==> src/shared/gcl_regs.svh <==
// Notes on behaviour
// - lock register bits 15:0 each lock one pin's configuration when set.
// - per-pin lock bits are writable only while the key bit is zero.
// - bit 16 is the key; once one, register frozen until reset.
// - arming order: write key 1, 0, 1, then read 0, then read 1.
// - lock bits must not change during arming; any error prevents arming.
// - every read returns the current key state.
// - once armed, mode and function of locked pins cannot change until reset.
// - alternate output pins are driven by the peripheral, not the output register.
// - an inactive peripheral leaves its alternate output pin undriven.
// - alternate output supports push-pull and open-drain drive.
// - alternate input behaves as general input; pulls follow the input-mode function field.
// - a pin carries only one function at a time.
// - function 10 is alternate push-pull, 11 alternate open-drain; mode 00 is input.
`ifndef GCL_REGS_SVH
`define GCL_REGS_SVH
`define GCL_CFG_LO_OFF 8'h00
`define GCL_CFG_HI_OFF 8'h04
`define GCL_IDATA_OFF 8'h08
`define GCL_ODATA_OFF 8'h0c
`define GCL_LOCK_OFF 8'h18
`define GCL_CFG_RESET 32'h44444444
`define GCL_LOCK_KEY_BIT 16
`define GCL_AXI_OKAY 2'b00
`define GCL_AXI_SLVERR 2'b10
`endif

==> src/shared/gcl_pkg.sv <==
package gcl_pkg;
  typedef enum logic [2:0] {
    ARM_IDLE, ARM_W1, ARM_W0, ARM_W1B, ARM_R0
  } gcl_arm_t;
  typedef enum logic [1:0] {
    FN_GP_PP = 2'b00, FN_GP_OD = 2'b01, FN_AF_PP = 2'b10, FN_AF_OD = 2'b11
  } gcl_func_t;
endpackage : gcl_pkg

==> src/gcl_pin_mux.sv <==
`timescale 1ns/10ps
// per-pin pad control from mode/function fields
module gcl_pin_mux (
  input wire logic [3:0] cfg,
  input wire logic port_output_bit,
  input wire logic af_out,
  input wire logic af_active,
  output logic pad_out,
  output logic pad_oe,
  output logic pu_pd_en,
  output logic af_sel
);
  wire is_out = cfg[1:0] != 2'b00;
  wire [1:0] fn = cfg[3:2];
  wire is_af = is_out && fn[1];
  wire od = fn[0];
  wire src = is_af ? af_out : port_output_bit;
  wire drv_ok = is_out && (!is_af || af_active);
  assign af_sel = is_af;
  assign pad_out = src;
  assign pad_oe = drv_ok && (!od || !src);
  assign pu_pd_en = !is_out && fn == 2'b10;
endmodule : gcl_pin_mux

==> src/gcl_port_lock.sv <==
`timescale 1ns/10ps
`include "gcl_regs.svh"
module gcl_port_lock #(
  parameter int NPINS = 16
) (
  input wire logic mclk,
  input wire logic rst_n,
  input wire logic [7:0] s_axi_awaddr,
  input wire logic s_axi_awvalid,
  output logic s_axi_awready,
  input wire logic [31:0] s_axi_wdata,
  input wire logic [3:0] s_axi_wstrb,
  input wire logic s_axi_wvalid,
  output logic s_axi_wready,
  output logic [1:0] s_axi_bresp,
  output logic s_axi_bvalid,
  input wire logic s_axi_bready,
  input wire logic [7:0] s_axi_araddr,
  input wire logic s_axi_arvalid,
  output logic s_axi_arready,
  output logic [31:0] s_axi_rdata,
  output logic [1:0] s_axi_rresp,
  output logic s_axi_rvalid,
  input wire logic s_axi_rready,
  input wire logic [NPINS-1:0] pin_in,
  input wire logic [NPINS-1:0] af_out,
  input wire logic [NPINS-1:0] af_active,
  output logic [NPINS-1:0] pin_out,
  output logic [NPINS-1:0] pin_oe,
  output logic [NPINS-1:0] pin_pull_en,
  output logic [NPINS-1:0] af_in,
  output logic [NPINS-1:0] af_sel
);
  logic [63:0] cfg_q;
  logic [NPINS-1:0] odata_q;
  logic [NPINS-1:0] pin_lock_bit_q;
  logic lock_arm_key_q;
  gcl_pkg::gcl_arm_t arm_q, arm_d;
  logic [NPINS-1:0] sync1_q, sync2_q;
  logic aw_got_q, w_got_q;
  logic [7:0] awaddr_q;
  logic [31:0] wdata_q;
  logic [3:0] wstrb_q;
  logic [NPINS-1:0] pad_out_w, pad_oe_w, pull_w, sel_w;

  // address/data capture in either order
  wire aw_hs = s_axi_awvalid && s_axi_awready;
  wire w_hs = s_axi_wvalid && s_axi_wready;
  wire aw_have = aw_got_q || aw_hs;
  wire w_have = w_got_q || w_hs;
  wire [7:0] wa = aw_got_q ? awaddr_q : s_axi_awaddr;
  wire [31:0] wd = w_got_q ? wdata_q : s_axi_wdata;
  wire [3:0] ws = w_got_q ? wstrb_q : s_axi_wstrb;
  wire wr_fire = aw_have && w_have && !s_axi_bvalid;
  wire ar_hs = s_axi_arvalid && s_axi_arready;

  wire wr_cfg_lo = wr_fire && wa == `GCL_CFG_LO_OFF;
  wire wr_cfg_hi = wr_fire && wa == `GCL_CFG_HI_OFF;
  wire wr_odata = wr_fire && wa == `GCL_ODATA_OFF;
  wire wr_lock = wr_fire && wa == `GCL_LOCK_OFF && ws == 4'hf;
  wire wr_known = wr_fire && (wa == `GCL_CFG_LO_OFF || wa == `GCL_CFG_HI_OFF ||
    wa == `GCL_ODATA_OFF || wa == `GCL_LOCK_OFF);
  wire rd_lock = ar_hs && s_axi_araddr == `GCL_LOCK_OFF;
  wire wkey = wd[`GCL_LOCK_KEY_BIT];
  wire lock_same = wd[NPINS-1:0] == pin_lock_bit_q;

  // byte-lane merge
  function automatic logic [31:0] merge(input logic [31:0] old, input logic [31:0] nw,
                                        input logic [3:0] be);
    logic [31:0] r;
    r = old;
    for (int i = 0; i < 4; i++) begin
      if (be[i]) r[i*8 +: 8] = nw[i*8 +: 8];
    end
    return r;
  endfunction : merge

  // per-pin guard: locked pins keep their 4-bit nibble once armed
  function automatic logic [31:0] guard(input logic [31:0] old, input logic [31:0] nw,
                                        input logic [7:0] lk, input logic armed);
    logic [31:0] r;
    r = nw;
    for (int i = 0; i < 8; i++) begin
      if (armed && lk[i]) r[i*4 +: 4] = old[i*4 +: 4];
    end
    return r;
  endfunction : guard

  wire [31:0] cfg_lo_d = guard(cfg_q[31:0], merge(cfg_q[31:0], wd, ws),
    pin_lock_bit_q[7:0], lock_arm_key_q);
  wire [31:0] cfg_hi_d = guard(cfg_q[63:32], merge(cfg_q[63:32], wd, ws),
    pin_lock_bit_q[15:8], lock_arm_key_q);
  wire [31:0] odata_m = merge(32'(odata_q), wd, ws);

  // arming sequence detector
  always_comb begin
    arm_d = arm_q;
    if (lock_arm_key_q) begin
      arm_d = gcl_pkg::ARM_IDLE;
    end else if (wr_lock) begin
      unique case (arm_q)
        gcl_pkg::ARM_IDLE: arm_d = wkey ? gcl_pkg::ARM_W1 : gcl_pkg::ARM_IDLE;
        gcl_pkg::ARM_W1: arm_d = (!wkey && lock_same) ? gcl_pkg::ARM_W0 :
          (wkey ? gcl_pkg::ARM_W1 : gcl_pkg::ARM_IDLE);
        gcl_pkg::ARM_W0: arm_d = (wkey && lock_same) ? gcl_pkg::ARM_W1B :
          gcl_pkg::ARM_IDLE;
        gcl_pkg::ARM_W1B: arm_d = wkey ? gcl_pkg::ARM_W1 : gcl_pkg::ARM_IDLE;
        gcl_pkg::ARM_R0: arm_d = wkey ? gcl_pkg::ARM_W1 : gcl_pkg::ARM_IDLE;
      endcase
    end else if (rd_lock) begin
      arm_d = (arm_q == gcl_pkg::ARM_W1B) ? gcl_pkg::ARM_R0 : gcl_pkg::ARM_IDLE;
    end
  end

  // key rises on the read that returns zero after the three writes
  wire key_set = !lock_arm_key_q && rd_lock && arm_q == gcl_pkg::ARM_W1B;

  always_ff @(posedge mclk or negedge rst_n) begin
    if (!rst_n) begin
      arm_q <= gcl_pkg::ARM_IDLE;
      lock_arm_key_q <= 1'b0;
    end else begin
      arm_q <= arm_d;
      if (key_set) lock_arm_key_q <= 1'b1;
    end
  end

  always_ff @(posedge mclk or negedge rst_n) begin
    if (!rst_n) begin
      pin_lock_bit_q <= '0;
    end else if (wr_lock && !lock_arm_key_q && arm_q == gcl_pkg::ARM_IDLE) begin
      pin_lock_bit_q <= wd[NPINS-1:0];
    end
  end

  always_ff @(posedge mclk or negedge rst_n) begin
    if (!rst_n) begin
      cfg_q <= {`GCL_CFG_RESET, `GCL_CFG_RESET};
      odata_q <= '0;
    end else begin
      if (wr_cfg_lo) cfg_q[31:0] <= cfg_lo_d;
      if (wr_cfg_hi) cfg_q[63:32] <= cfg_hi_d;
      if (wr_odata) odata_q <= odata_m[NPINS-1:0];
    end
  end

  // write channel
  always_ff @(posedge mclk or negedge rst_n) begin
    if (!rst_n) begin
      aw_got_q <= 1'b0;
      w_got_q <= 1'b0;
      awaddr_q <= 8'h00;
      wdata_q <= 32'h00000000;
      wstrb_q <= 4'h0;
      s_axi_bvalid <= 1'b0;
      s_axi_bresp <= `GCL_AXI_OKAY;
    end else begin
      if (aw_hs) awaddr_q <= s_axi_awaddr;
      if (w_hs) begin
        wdata_q <= s_axi_wdata;
        wstrb_q <= s_axi_wstrb;
      end
      if (wr_fire) begin
        aw_got_q <= 1'b0;
        w_got_q <= 1'b0;
        s_axi_bvalid <= 1'b1;
        s_axi_bresp <= wr_known ? `GCL_AXI_OKAY : `GCL_AXI_SLVERR;
      end else begin
        if (aw_hs) aw_got_q <= 1'b1;
        if (w_hs) w_got_q <= 1'b1;
        if (s_axi_bvalid && s_axi_bready) s_axi_bvalid <= 1'b0;
      end
    end
  end
  assign s_axi_awready = !aw_got_q && !s_axi_bvalid;
  assign s_axi_wready = !w_got_q && !s_axi_bvalid;

  // read channel
  wire [7:0] ra = s_axi_araddr;
  wire ra_known = ra == `GCL_CFG_LO_OFF || ra == `GCL_CFG_HI_OFF ||
    ra == `GCL_IDATA_OFF || ra == `GCL_ODATA_OFF || ra == `GCL_LOCK_OFF;
  wire [31:0] rd_mux =
    ra == `GCL_CFG_LO_OFF ? cfg_q[31:0] :
    ra == `GCL_CFG_HI_OFF ? cfg_q[63:32] :
    ra == `GCL_IDATA_OFF ? 32'(sync2_q) :
    ra == `GCL_ODATA_OFF ? 32'(odata_q) :
    ra == `GCL_LOCK_OFF ? {15'h0000, lock_arm_key_q, pin_lock_bit_q} : 32'h00000000;

  always_ff @(posedge mclk or negedge rst_n) begin
    if (!rst_n) begin
      s_axi_rvalid <= 1'b0;
      s_axi_rdata <= 32'h00000000;
      s_axi_rresp <= `GCL_AXI_OKAY;
    end else if (ar_hs) begin
      s_axi_rvalid <= 1'b1;
      s_axi_rdata <= rd_mux;
      s_axi_rresp <= ra_known ? `GCL_AXI_OKAY : `GCL_AXI_SLVERR;
    end else if (s_axi_rready) begin
      s_axi_rvalid <= 1'b0;
    end
  end
  assign s_axi_arready = !s_axi_rvalid;

  // pad inputs synchronised
  always_ff @(posedge mclk or negedge rst_n) begin
    if (!rst_n) begin
      sync1_q <= '0;
      sync2_q <= '0;
    end else begin
      sync1_q <= pin_in;
      sync2_q <= sync1_q;
    end
  end

  for (genvar p = 0; p < NPINS; p++) begin : g_pin
    gcl_pin_mux u_mux (
      .cfg(cfg_q[p*4 +: 4]),
      .port_output_bit(odata_q[p]),
      .af_out(af_out[p]),
      .af_active(af_active[p]),
      .pad_out(pad_out_w[p]),
      .pad_oe(pad_oe_w[p]),
      .pu_pd_en(pull_w[p]),
      .af_sel(sel_w[p])
    );
  end

  always_ff @(posedge mclk or negedge rst_n) begin
    if (!rst_n) begin
      pin_out <= '0;
      pin_oe <= '0;
      pin_pull_en <= '0;
      af_sel <= '0;
      af_in <= '0;
    end else begin
      pin_out <= pad_out_w;
      pin_oe <= pad_oe_w;
      pin_pull_en <= pull_w & ~sel_w;
      af_sel <= sel_w;
      af_in <= sync2_q;
    end
  end
endmodule : gcl_port_lock

==> config.mk <==
export PLATFORM = sky130hd
export DESIGN_NAME = gcl_port_lock
export DESIGN_NICKNAME = d
export VERILOG_FILES = /design/src/shared/gcl_pkg.sv /design/src/gcl_pin_mux.sv /design/src/gcl_port_lock.sv
export VERILOG_INCLUDE_DIRS = /design/src /design/src/shared
export SDC_FILE = /design/constraint.sdc
export NUM_CORES = 1
export LEC_CHECK = 0
export BUFFER_PORTS_ARGS = -buffer_cell sky130_fd_sc_hd__buf_2
export CAP_MARGIN = 25
export CORE_MARGIN = 2
export CORE_UTILIZATION = 59
export CTS_BUF_LIST = sky130_fd_sc_hd__clkbuf_8
export CTS_CLUSTER_DIAMETER = 80
export DETAILED_ROUTE_END_ITERATION = 12
export GPL_TIMING_DRIVEN = 1
export PLACE_DENSITY = 0.86
export SLEW_MARGIN = 5
export SYNTH_ARGS = -nofsm -noshare
export SYNTH_HDL_FRONTEND = slang
export SYNTH_SLANG_ARGS = --single-unit
==> constraint.sdc <==
create_clock -name mclk -period 5.18 [get_ports mclk]
set_input_delay 0.518 -clock mclk [delete_from_list [all_inputs] [get_ports mclk]]
set_output_delay 0.518 -clock mclk [all_outputs]
set_load 0.005 [all_outputs]
==> results of run 1 <==
## area by class of cell
class / instances / area (um^2)
Antenna cell: 1 / 2.50
Multi-Input combinational cell: 613 / 4410
Sequential cell: 294 / 7380
Clock buffer: 58 / 798
Clock inverter: 28 / 129
Tap cell: 270 / 338
Inverter: 31 / 116
Timing Repair Buffer: 233 / 1220
Fill cell: 1374 / 5770
## per-stage QoR
| stage | cell area (um^2) | setup slack, ns | power, uW |
|---|---|---|---|
| 5_1_grt | 14400 | 1.95 | 6540 |
| 2_1_floorplan | 12100 | 3.13 | 3860 |
| 3_5_place_dp | 13500 | 1.82 | 4360 |
| 6_report | 14400 | 2.07 | 6260 |
| 3_3_place_gp | 13400 | 2.07 | 4280 |
| 4_1_cts | 14400 | 1.82 | 6280 |
## placed cells by master (no fill, tap or decap), types with 7 or more instances in the layout
cell type and count:
sky130_fd_sc_hd__dfrtp_1 277, sky130_fd_sc_hd__buf_2 224, sky130_fd_sc_hd__mux2_2 127, sky130_fd_sc_hd__o21ai_0 86
sky130_fd_sc_hd__nand2_1 83, sky130_fd_sc_hd__nor2_1 70, sky130_fd_sc_hd__clkbuf_8 58, sky130_fd_sc_hd__inv_1 47
sky130_fd_sc_hd__mux2i_1 45, sky130_fd_sc_hd__a21oi_1 31, sky130_fd_sc_hd__mux2_1 22, sky130_fd_sc_hd__nor4_1 21
sky130_fd_sc_hd__o22ai_1 18, sky130_fd_sc_hd__xnor2_1 16, sky130_fd_sc_hd__dfstp_2 16, sky130_fd_sc_hd__a211o_1 12
sky130_fd_sc_hd__clkinv_2 10, sky130_fd_sc_hd__o2111ai_1 9, sky130_fd_sc_hd__a31oi_1 9, sky130_fd_sc_hd__a22oi_1 7
## worst max-delay path, delay by kind of cell (launching register included)
family                 cells  cell delay (ns)
flip-flops                 1             1.00
AND/OR/NAND/NOR            3             0.88
buffers and inverters      1             0.44
multiplexers               1             0.38
AO/OA/AOI/OAI              1             0.17
XOR/XNOR                   1             0.14
## state kept, by name, indices dropped and copies added (netlist names), 8 cells and up
signal and flops:
pin_oe 16, s_axi_rdata 32, odata_q 16, sync2_q 16, pin_pull_en 16, pin_out 16
af_sel 16, af_in 16, pin_lock_bit_q 16, cfg_q 64, sync1_q 16, awaddr_q 8
wdata_q 32
## metal layers
metal  global-route usage, %  vias up
met3                    5.03       91
met1                    37.4     4442
li1                        -     3958
met5                       0        -
met2                    46.6      406
met4                    12.4        2
## worst paths after layout
| kind | from | endpoint | slack [ns] | cells after the start |
|---|---|---|---|---|
| max in group asynchronous | rst_n | cfg_q[42] | 3.91 | 2 |
| worst min-delay path | pin_in[6] | sync1_q[6] | 0.05 | 1 |
| min in group asynchronous | rst_n | awaddr_q[5] | 0.09 | 1 |
| worst min register to register | sync1_q[0] | sync2_q[0] | 0.35 | 0 |
| worst max-delay path | w_got_q | arm_q[1] | 2.07 | 7 |
| worst max register to register | w_got_q | arm_q[1] | 2.07 | 7 |
## report_power, final
part	total [uW]	switching (uW)	internal, uW
Clock	1920	903	1020
Sequential	3020	321	2700
Combinational	1320	639	681
Total	6260	1860	4390
## logic make-up (layout without fill, tap and decap cells)
kind of cell	after synthesis	in the layout	share of synthesized area, %
flip-flops	294	294	61.1
AND/OR/NAND/NOR	209	209	7.83
multiplexers	199	199	18.2
AO/OA/AOI/OAI	186	186	9.15
buffers and inverters	70	350	2.52
XOR/XNOR	17	17	1.23
other	1	3	0.0310
==> impl_summary.txt, run 1 <==
----------------------------------------------------
[Global route]
  Number of antenna violations at the first check in global routing ... 1
  Global-route total usage across every layer ... between 20 and 30%
  Wire length of the first global-routing pass ... between 40 and 50 mm
  Grt total ovfl ... 0
  Maximum number of pins on one net before global-route repair ... 138
  Number of global-route vias before repair ... roughly 9000

[Worst setup path]
  Setup Crit Path Kind ... register to register
  Longest individual stage delay on the worst path ... 1.00 ns
  Cell breakdown of the critical path ... buf_4 > mux2i_1 > xnor2_1 > nor4_1 > nand4b_1 > or3_1 > a21oi_1
  Worst Path Max Fanout ... 36
  Element type at the critical path end ... register
  Critical path data arrival time ... ~3.6 ns
  Worst path required time ... 5.64 ns
  Setup crit start kind ... register
  Max stage delay cell, worst path ... sky130_fd_sc_hd__dfrtp_2

[Timing]
  Setup total negative slack ... 0 ns
  Number of endpoints with negative hold slack in the final report ... 0
  Min Clock Period, post-route ... between 3 and 4 ns
  Final worst path period share ... approximately three fifths
  Slew headroom ... 31.2%
  Worst hold slack after final layout ... between 0.05 and 0.06 ns
  Actual transition at the worst max-transition pin ... 1.03 ns
  RSZ-0062 raised after global routing ... no
  Max Slew Vio Count ... 0
  Setup clock skew after layout ... approximately 0.032 ns
  Total of endpoints with negative setup slack in the final report ... 0
  Maximum operating frequency ... 322 MHz

[Detailed routing]
  Starting DRT DRC Count ... 750
  Vias post-DR ... 8899
  Number of remaining DRC errors ... 0
  WL met1 ... ~12 mm
  Final Routed Wirelength ... 30.6 mm
  Initial DRT Pass Iterations ... 5
  Detailed-route wire length per cell ... 20.0 um
  Met2 wire len ... between 15 and 20 mm
  Highest layer used for signal routing ... met5
  Number of vias per cell ... between 5 and 6
  Number of antenna-violating nets in the routed design ... 0
  Amount of wire on met3 after detailed routing ... about 2.1 mm

[Placed design]
  Number of cells after detailed placement ... between 1000 and 1500
  Hpwl dp ... about 21 mm
  Weighted congestion reported at the end of routability-driven placement ... slightly above 0.9
  Count of buffers inserted at the top-level ports ... 225

[Synthesis]
  Cell types occupying the most area after synthesis ... sky130_fd_sc_hd__dfrtp_1, sky130_fd_sc_hd__mux2_2, sky130_fd_sc_hd__mux2i_1, sky130_fd_sc_hd__o21ai_0, sky130_fd_sc_hd__dfstp_2
  Distinct cell type count of the synthesized netlist ... between 50 and 60
  Area share of the largest cell type after synthesis ... between 50% and 60%
  Cell count after synthesis ... approximately 980
  Synthesis warning total ... 0
  Netlist Area Pre-Place ... 12100 um^2
  Share of synthesized registers carrying an async set or reset ... 100%
  Dominant cell type by area after synthesis ... sky130_fd_sc_hd__dfrtp_1
  Average instance area after synthesis ... about 12 um^2
  Number of flops mapped to enable cells by yosys ... 0
  Fraction of the yosys area taken by sequential cells ... 61.1%
  Commonest cells in the netlist ... sky130_fd_sc_hd__dfrtp_1, sky130_fd_sc_hd__mux2_2, sky130_fd_sc_hd__o21ai_0
  Most common cell in the netlist ... sky130_fd_sc_hd__dfrtp_1
  Main synth FF type ... sky130_fd_sc_hd__dfrtp_1
  #FFs+latches synth ... between 200 and 300

[Die]
  Starting density of the core ... between 50% and 60%
  Core area ... 20200 um^2
  Area of the die ... ~22000 um^2
  Number of core rows ... 52
  Die W ... about 150 um
  Die Y ... ~150 um
  # IOs ... approximately 230

[Layout]
  Final #Nets ... between 1000 and 1500
  Proportion of layout cells with a drive suffix above 1 ... a little over a third
  Final Util ... just over 70%
  Final cell count without fillers ... between 1500 and 2000
  Area Growth Syn to Fin ... 19.2%

[Clock tree]
  Count of hold-fix buffers inserted at cts ... 0
  Number of buffers created by CTS ... 46
  Maximum buffer depth of the clock tree ... 3
  CTS Sinks ... 294
  Clock tree from TritonCTS ... yes
  Clock latency at the later pin of the worst-skew pair ... between 0.5 and 0.6 ns
  Count of instances resized after the clock tree is built ... 0
  Number of H-tree branching levels ... 2
  Number of buffers added for setup after CTS ... 0
  Cell chosen for the clock root ... sky130_fd_sc_hd__clkbuf_8
  Clock input transition at the sequential cells of the worst setup and hold paths ... about 0.06 ns

[Power]
  Leakage power total ... approximately 0.0070 uW
  Max IR drop VDD ... 0.000372 V
  Pwr per Cell Area ... between 400 and 500 nW/um^2

[Run]
  Count of maximum capacitance violations ... 0

[Run status]
  Result of the run ... complete, no violations

[Worst hold path]
  Type of the worst min-delay path ... primary input to register

----------------------------------------------------
Note: power is estimated with default switching activity, not from simulation.
==> inputs of run 2 (changes only) <==
Settings changed: ABC_AREA set to 1, CORE_UTILIZATION 59 to 52, PLACE_DENSITY 0.86 to 0.8.
Clock period 5.18 ns to 2.6 ns, I/O delays scaled along.
==> run 2 against run 1 <==
  * Final area rose by 7.7%
  * Count of clock-buffer cells in the layout increased by 5
  * Clock power rose by 110%
  * Clock skew increased by 0.0035 ns
  * Critical path depth increased by 6
  * Routed wire length grew 10%
  * First-iteration DRC count increased by 24%
  * Die area up 14%
  * Combinational power increased by 110%
  * Synthesized area up 0.56%
  * Critical path type unchanged
  * Largest power group unchanged
==> impl_summary.txt, run 2 <==
----------------------------------------------------
[Synthesis]
  Dominant cell type by area after synthesis ... sky130_fd_sc_hd__dfrtp_1 (unchanged)
  #FFs+latches synth ... 294 (unchanged)
  Distinct cell type count of the synthesized netlist ... 37 (was 53)
  Area share of the largest cell type after synthesis ... 57.3% (was 57.6%)
  Main synth FF type ... sky130_fd_sc_hd__dfrtp_1 (unchanged)
  Netlist Area Pre-Place ... 12200 um^2 (was 12100 um^2)
  Fraction of the yosys area taken by sequential cells ... 60.7% (was 61.1%)
  Most common cell in the netlist ... sky130_fd_sc_hd__nand2_1 (was sky130_fd_sc_hd__dfrtp_1)
  Cell types occupying the most area after synthesis ... sky130_fd_sc_hd__dfrtp_1, sky130_fd_sc_hd__nand2_1, sky130_fd_sc_hd__o21ai_0, sky130_fd_sc_hd__inv_1, sky130_fd_sc_hd__dfstp_2 (was sky130_fd_sc_hd__dfrtp_1, sky130_fd_sc_hd__mux2_2, sky130_fd_sc_hd__mux2i_1, sky130_fd_sc_hd__o21ai_0, sky130_fd_sc_hd__dfstp_2)
  Average instance area after synthesis ... 8.76 um^2 (was 12.4 um^2)
  Synthesis warning total ... 0 (unchanged)
  Share of synthesized registers carrying an async set or reset ... 100% (unchanged)
  Cell count after synthesis ... 1387 (was 976)
  Commonest cells in the netlist ... sky130_fd_sc_hd__nand2_1, sky130_fd_sc_hd__dfrtp_1, sky130_fd_sc_hd__o21ai_0 (was sky130_fd_sc_hd__dfrtp_1, sky130_fd_sc_hd__mux2_2, sky130_fd_sc_hd__o21ai_0)
  Number of flops mapped to enable cells by yosys ... 0 (unchanged)

[Die]
  # IOs ... 228 (unchanged)
  Area of the die ... 24600 um^2 (was 21600 um^2)
  Core area ... 22800 um^2 (was 20200 um^2)
  Starting density of the core ... 53.3% (was 59.9%)
  Die Y ... 157 um (was 147 um)
  Number of core rows ... 55 (was 52)
  Die W ... 157 um (was 147 um)

[Worst setup path]
  Longest individual stage delay on the worst path ... 0.52 ns (was 1.00 ns)
  Worst path required time ... 3.03 ns (was 5.64 ns)
  Delay-heaviest family, CP ... simple AND/OR/NAND/NOR gates (was flip-flops)
  Bufs and invs on worst path ... 2 (was 1)
  R2R Path Start ... w_got_q (unchanged)
  Element type at the critical path end ... register (unchanged)
  Setup crit start kind ... register (unchanged)
  Cell breakdown of the critical path ... inv_2 > buf_4 > nand2_1 > nand2_1 > nand2_1 > nand2_1 > nor2_1 > nand2_1 > nor2_1 > nand3_1 > nand3_1 > nand2_1 > nand2_1 (was buf_4 > mux2i_1 > xnor2_1 > nor4_1 > nand4b_1 > or3_1 > a21oi_1)
  Most Frequent Cell on Critical Path ... sky130_fd_sc_hd__nand2_1
  Critical Path Source ... w_got_q (unchanged)
  Worst Path Max Fanout ... 51 (was 36)
  Max stage delay cell, worst path ... sky130_fd_sc_hd__dfrtp_1 (was sky130_fd_sc_hd__dfrtp_2)
  Critical path data arrival time ... 2.67 ns (was 3.56 ns)
  Setup Crit Path Kind ... register to register (unchanged)

[Timing]
  Total of endpoints with negative setup slack in the final report ... 0 (unchanged)
  Min Clock Period, post-route ... 2.25 ns (was 3.11 ns)
  Maximum operating frequency ... 445 MHz (was 322 MHz)
  Setup clock skew after layout ... 0.0360 ns (was 0.0325 ns)
  Worst hold slack after final layout ... 0.0199 ns (was 0.0548 ns)
  Number of endpoints with negative hold slack in the final report ... 0 (unchanged)
  Slew headroom ... 54.9% (was 31.2%)
  Final worst path period share ... 86.5% (was 60.0%)
  Setup total negative slack ... 0 ns (unchanged)
  Actual transition at the worst max-transition pin ... 0.669 ns (was 1.03 ns)
  Max Slew Vio Count ... 0 (unchanged)
  RSZ-0062 raised after global routing ... no (unchanged)

[Layout]
  Register with the most flip-flops ... cfg_q (unchanged)
  Final #Nets ... 1830 (was 1326)
  Final Util ... 68.1% (was 71.4%)
  Commonest cells after routing, fill and taps aside ... sky130_fd_sc_hd__nand2_1, sky130_fd_sc_hd__dfrtp_1, sky130_fd_sc_hd__buf_2, sky130_fd_sc_hd__inv_1, sky130_fd_sc_hd__o21ai_0 (was sky130_fd_sc_hd__dfrtp_1, sky130_fd_sc_hd__buf_2, sky130_fd_sc_hd__mux2_2, sky130_fd_sc_hd__o21ai_0, sky130_fd_sc_hd__nand2_1)
  Filler Cell Count ... 1695 (was 1374)
  Proportion of layout cells with a drive suffix above 1 ... 20.0% (was 36.4%)
  Max FFs per register ... 64 (unchanged)
  Area Growth Syn to Fin ... 27.6% (was 19.2%)
  Final cell count without fillers ... 2078 (was 1528)
  Top flop regs ... cfg_q: 64 flops, s_axi_rdata: 32 flops, wdata_q: 32 flops (unchanged)
  Area of all placed cells without fillers ... 15500 um^2 (was 14400 um^2)
  Most frequent standard cell in the layout excluding fill and tap cells ... sky130_fd_sc_hd__nand2_1 (was sky130_fd_sc_hd__dfrtp_1)

[Clock tree]
  Cell chosen for the clock root ... sky130_fd_sc_hd__clkbuf_8 (unchanged)
  Clock input transition at the sequential cells of the worst setup and hold paths ... 0.06 ns (about the same)
  Number of buffers created by CTS ... 47 (was 46)
  Clock latency at the later pin of the worst-skew pair ... 0.57 ns (about the same)
  Maximum buffer depth of the clock tree ... 3 (unchanged)
  Clock tree from TritonCTS ... yes (unchanged)
  Number of H-tree branching levels ... 2 (unchanged)
  CTS Sinks ... 294 (unchanged)

[Worst hold path]
  Type of the worst min-delay path ... primary input to register (unchanged)
  Source of the worst hold timing path ... s_axi_wdata[19] (was pin_in[6])

[Detailed routing]
  Detailed-route wire length per cell ... 16.2 um (was 20.0 um)
  Number of remaining DRC errors ... 0 (unchanged)
  Number of antenna-violating nets in the routed design ... 0 (unchanged)
  Initial DRT Pass Iterations ... 5 (unchanged)
  Vias post-DR ... 10800 (was 8899)
  Amount of wire on met3 after detailed routing ... 2.67 mm (was 2.11 mm)
  Final Routed Wirelength ... 33.7 mm (was 30.6 mm)
  Number of vias per cell ... 5.21 (was 5.82)
  Highest layer used for signal routing ... met4 (was met5)
  Met2 wire len ... 16.0 mm (was 15.2 mm)
  WL met1 ... 13.5 mm (was 12.1 mm)
  Starting DRT DRC Count ... 931 (was 750)

[Global route]
  Number of global-route vias before repair ... 10700 (was 8988)
  Grt total ovfl ... 0 (unchanged)
  Global-route total usage across every layer ... 27.7% (was 28.3%)
  Number of antenna violations at the first check in global routing ... 4 (was 1)
  Maximum number of pins on one net before global-route repair ... 84 (was 138)
  Wire length of the first global-routing pass ... 53.6 mm (was 47.8 mm)

[Power]
  P_int ... 8410 uW (was 4390 uW)
  Max IR drop VDD ... 0.000559 V (was 0.000372 V)
  Switching power summed over all nets ... 4090 uW (was 1860 uW)
  Leakage power total ... 0.00800 uW (was 0.00703 uW)
  Clock network power share ... 32.0% (was 30.7%)
  Power share of the combinational group ... 22.5% (was 21.1%)
  Pwr per Cell Area ... 807 nW/um^2 (was 435 nW/um^2)
  Switching Fraction ... 32.7% (was 29.8%)
  Register share of total power ... 45.5% (was 48.2%)

[Placed design]
  Weighted congestion reported at the end of routability-driven placement ... 0.873 (was 0.907)
  Count of buffers inserted at the top-level ports ... 225 (unchanged)
  Number of cells after detailed placement ... 1907 (was 1440)
  Cell Area, Placed ... 13700 um^2 (was 13500 um^2)
  Hpwl dp ... 22.8 mm (was 21.1 mm)

[Run status]
  Result of the run ... complete, no violations (unchanged)

[Run]
  Count of maximum capacitance violations ... 0 (unchanged)

----------------------------------------------------
[run 2: cell types whose count changed after synthesis, moves of 18 or more]
cell,delta
sky130_fd_sc_hd__nor2_1,+27
sky130_fd_sc_hd__nor4_1,-21
sky130_fd_sc_hd__nor3_1,+22
sky130_fd_sc_hd__mux2_2,-126
sky130_fd_sc_hd__inv_1,+126
sky130_fd_sc_hd__o22ai_1,-18
sky130_fd_sc_hd__a21oi_1,+32
sky130_fd_sc_hd__nand3_1,+29
sky130_fd_sc_hd__mux2_1,-22
sky130_fd_sc_hd__mux2i_1,-45
sky130_fd_sc_hd__o21ai_0,+76
sky130_fd_sc_hd__o211ai_1,+23
sky130_fd_sc_hd__nand2_1,+354
[run 2: metal layers]
metal	track usage, %	vias up
met1	36.0	5073
met4	13.9	0
li1	-	5104
met2	44.9	525
met5	0	-
met3	5.26	129
[run 2: cells by family (layout without fill, tap and decap cells)]
family                 count (synthesis)  in the layout  share of synthesized area, %
buffers and inverters                202            576                          6.51
muxes                                  1              1                        0.0927
DFF                                  294            294                          60.7
and+or+nand+nor                      618            618                          20.6
other                                  1              5                        0.0309
AOI/OAI and AO/OA                    271            271                          12.0
[run 2: cell type report]
| class | count | area (um^2) | area share [%] |
|---|---|---|---|
| sequential | 294 | 7380 | 47.6 |
| tap | 313 | 392 | 2.53 |
| antenna | 3 | 7.51 | 0.0484 |
| timing repair buffer | 326 | 2140 | 13.8 |
| clock buffer | 63 | 867 | 5.59 |
| multi-input combinational | 892 | 4000 | 25.8 |
| clock inverter | 25 | 111 | 0.718 |
| inverter | 162 | 608 | 3.92 |
[run 2: worst paths after layout]
kind | slack (ns) | to | cells past startpoint
worst max-delay path | 0.35 | arm_q[0] | 13
worst min-delay path | 0.02 | wdata_q[19] | 3
worst max register to register | 0.35 | arm_q[0] | 13
worst min register to register | 0.35 | sync2_q[10] | 0
max in group asynchronous | 1.48 | cfg_q[30] | 3
min in group asynchronous | 0.24 | af_sel[2] | 2
[run 2: power groups by stage]
| stage | Clock, uW | Combinational (uW) | Sequential, uW |
|---|---|---|---|
| 2_1_floorplan | 0 | 1720 | 5650 |
| 3_3_place_gp | 0 | 2580 | 5730 |
| 3_5_place_dp | 0 | 2650 | 5750 |
| 4_1_cts | 4020 | 2780 | 5670 |
| 5_1_grt | 4240 | 3210 | 5770 |
| 6_report | 4010 | 2810 | 5690 |
[run 2: tightest hold or removal path, delay by kind of cell]
family	cells	cell delay [ns]
buffers and inverters	2	0.17
AOI/OAI and AO/OA	1	0.08
[run 2: through the flow]
step / worst slack, ns / power [uW]
CTS: 0.214 / 12500
floorplan: 0.742 / 7360
global placement: 0.365 / 8300
detailed placement: 0.245 / 8400
global route: 0.0825 / 13200
finish: 0.351 / 12500
[run 2: what timing repair did]
action / in CTS / in global routing
setup endpoints to repair: 0 / 17
endpoints found under the hold margin: 141 / 0
buffers inserted: 0 / 1
resized for setup: 0 / 1
hold buffers: 79 / 0
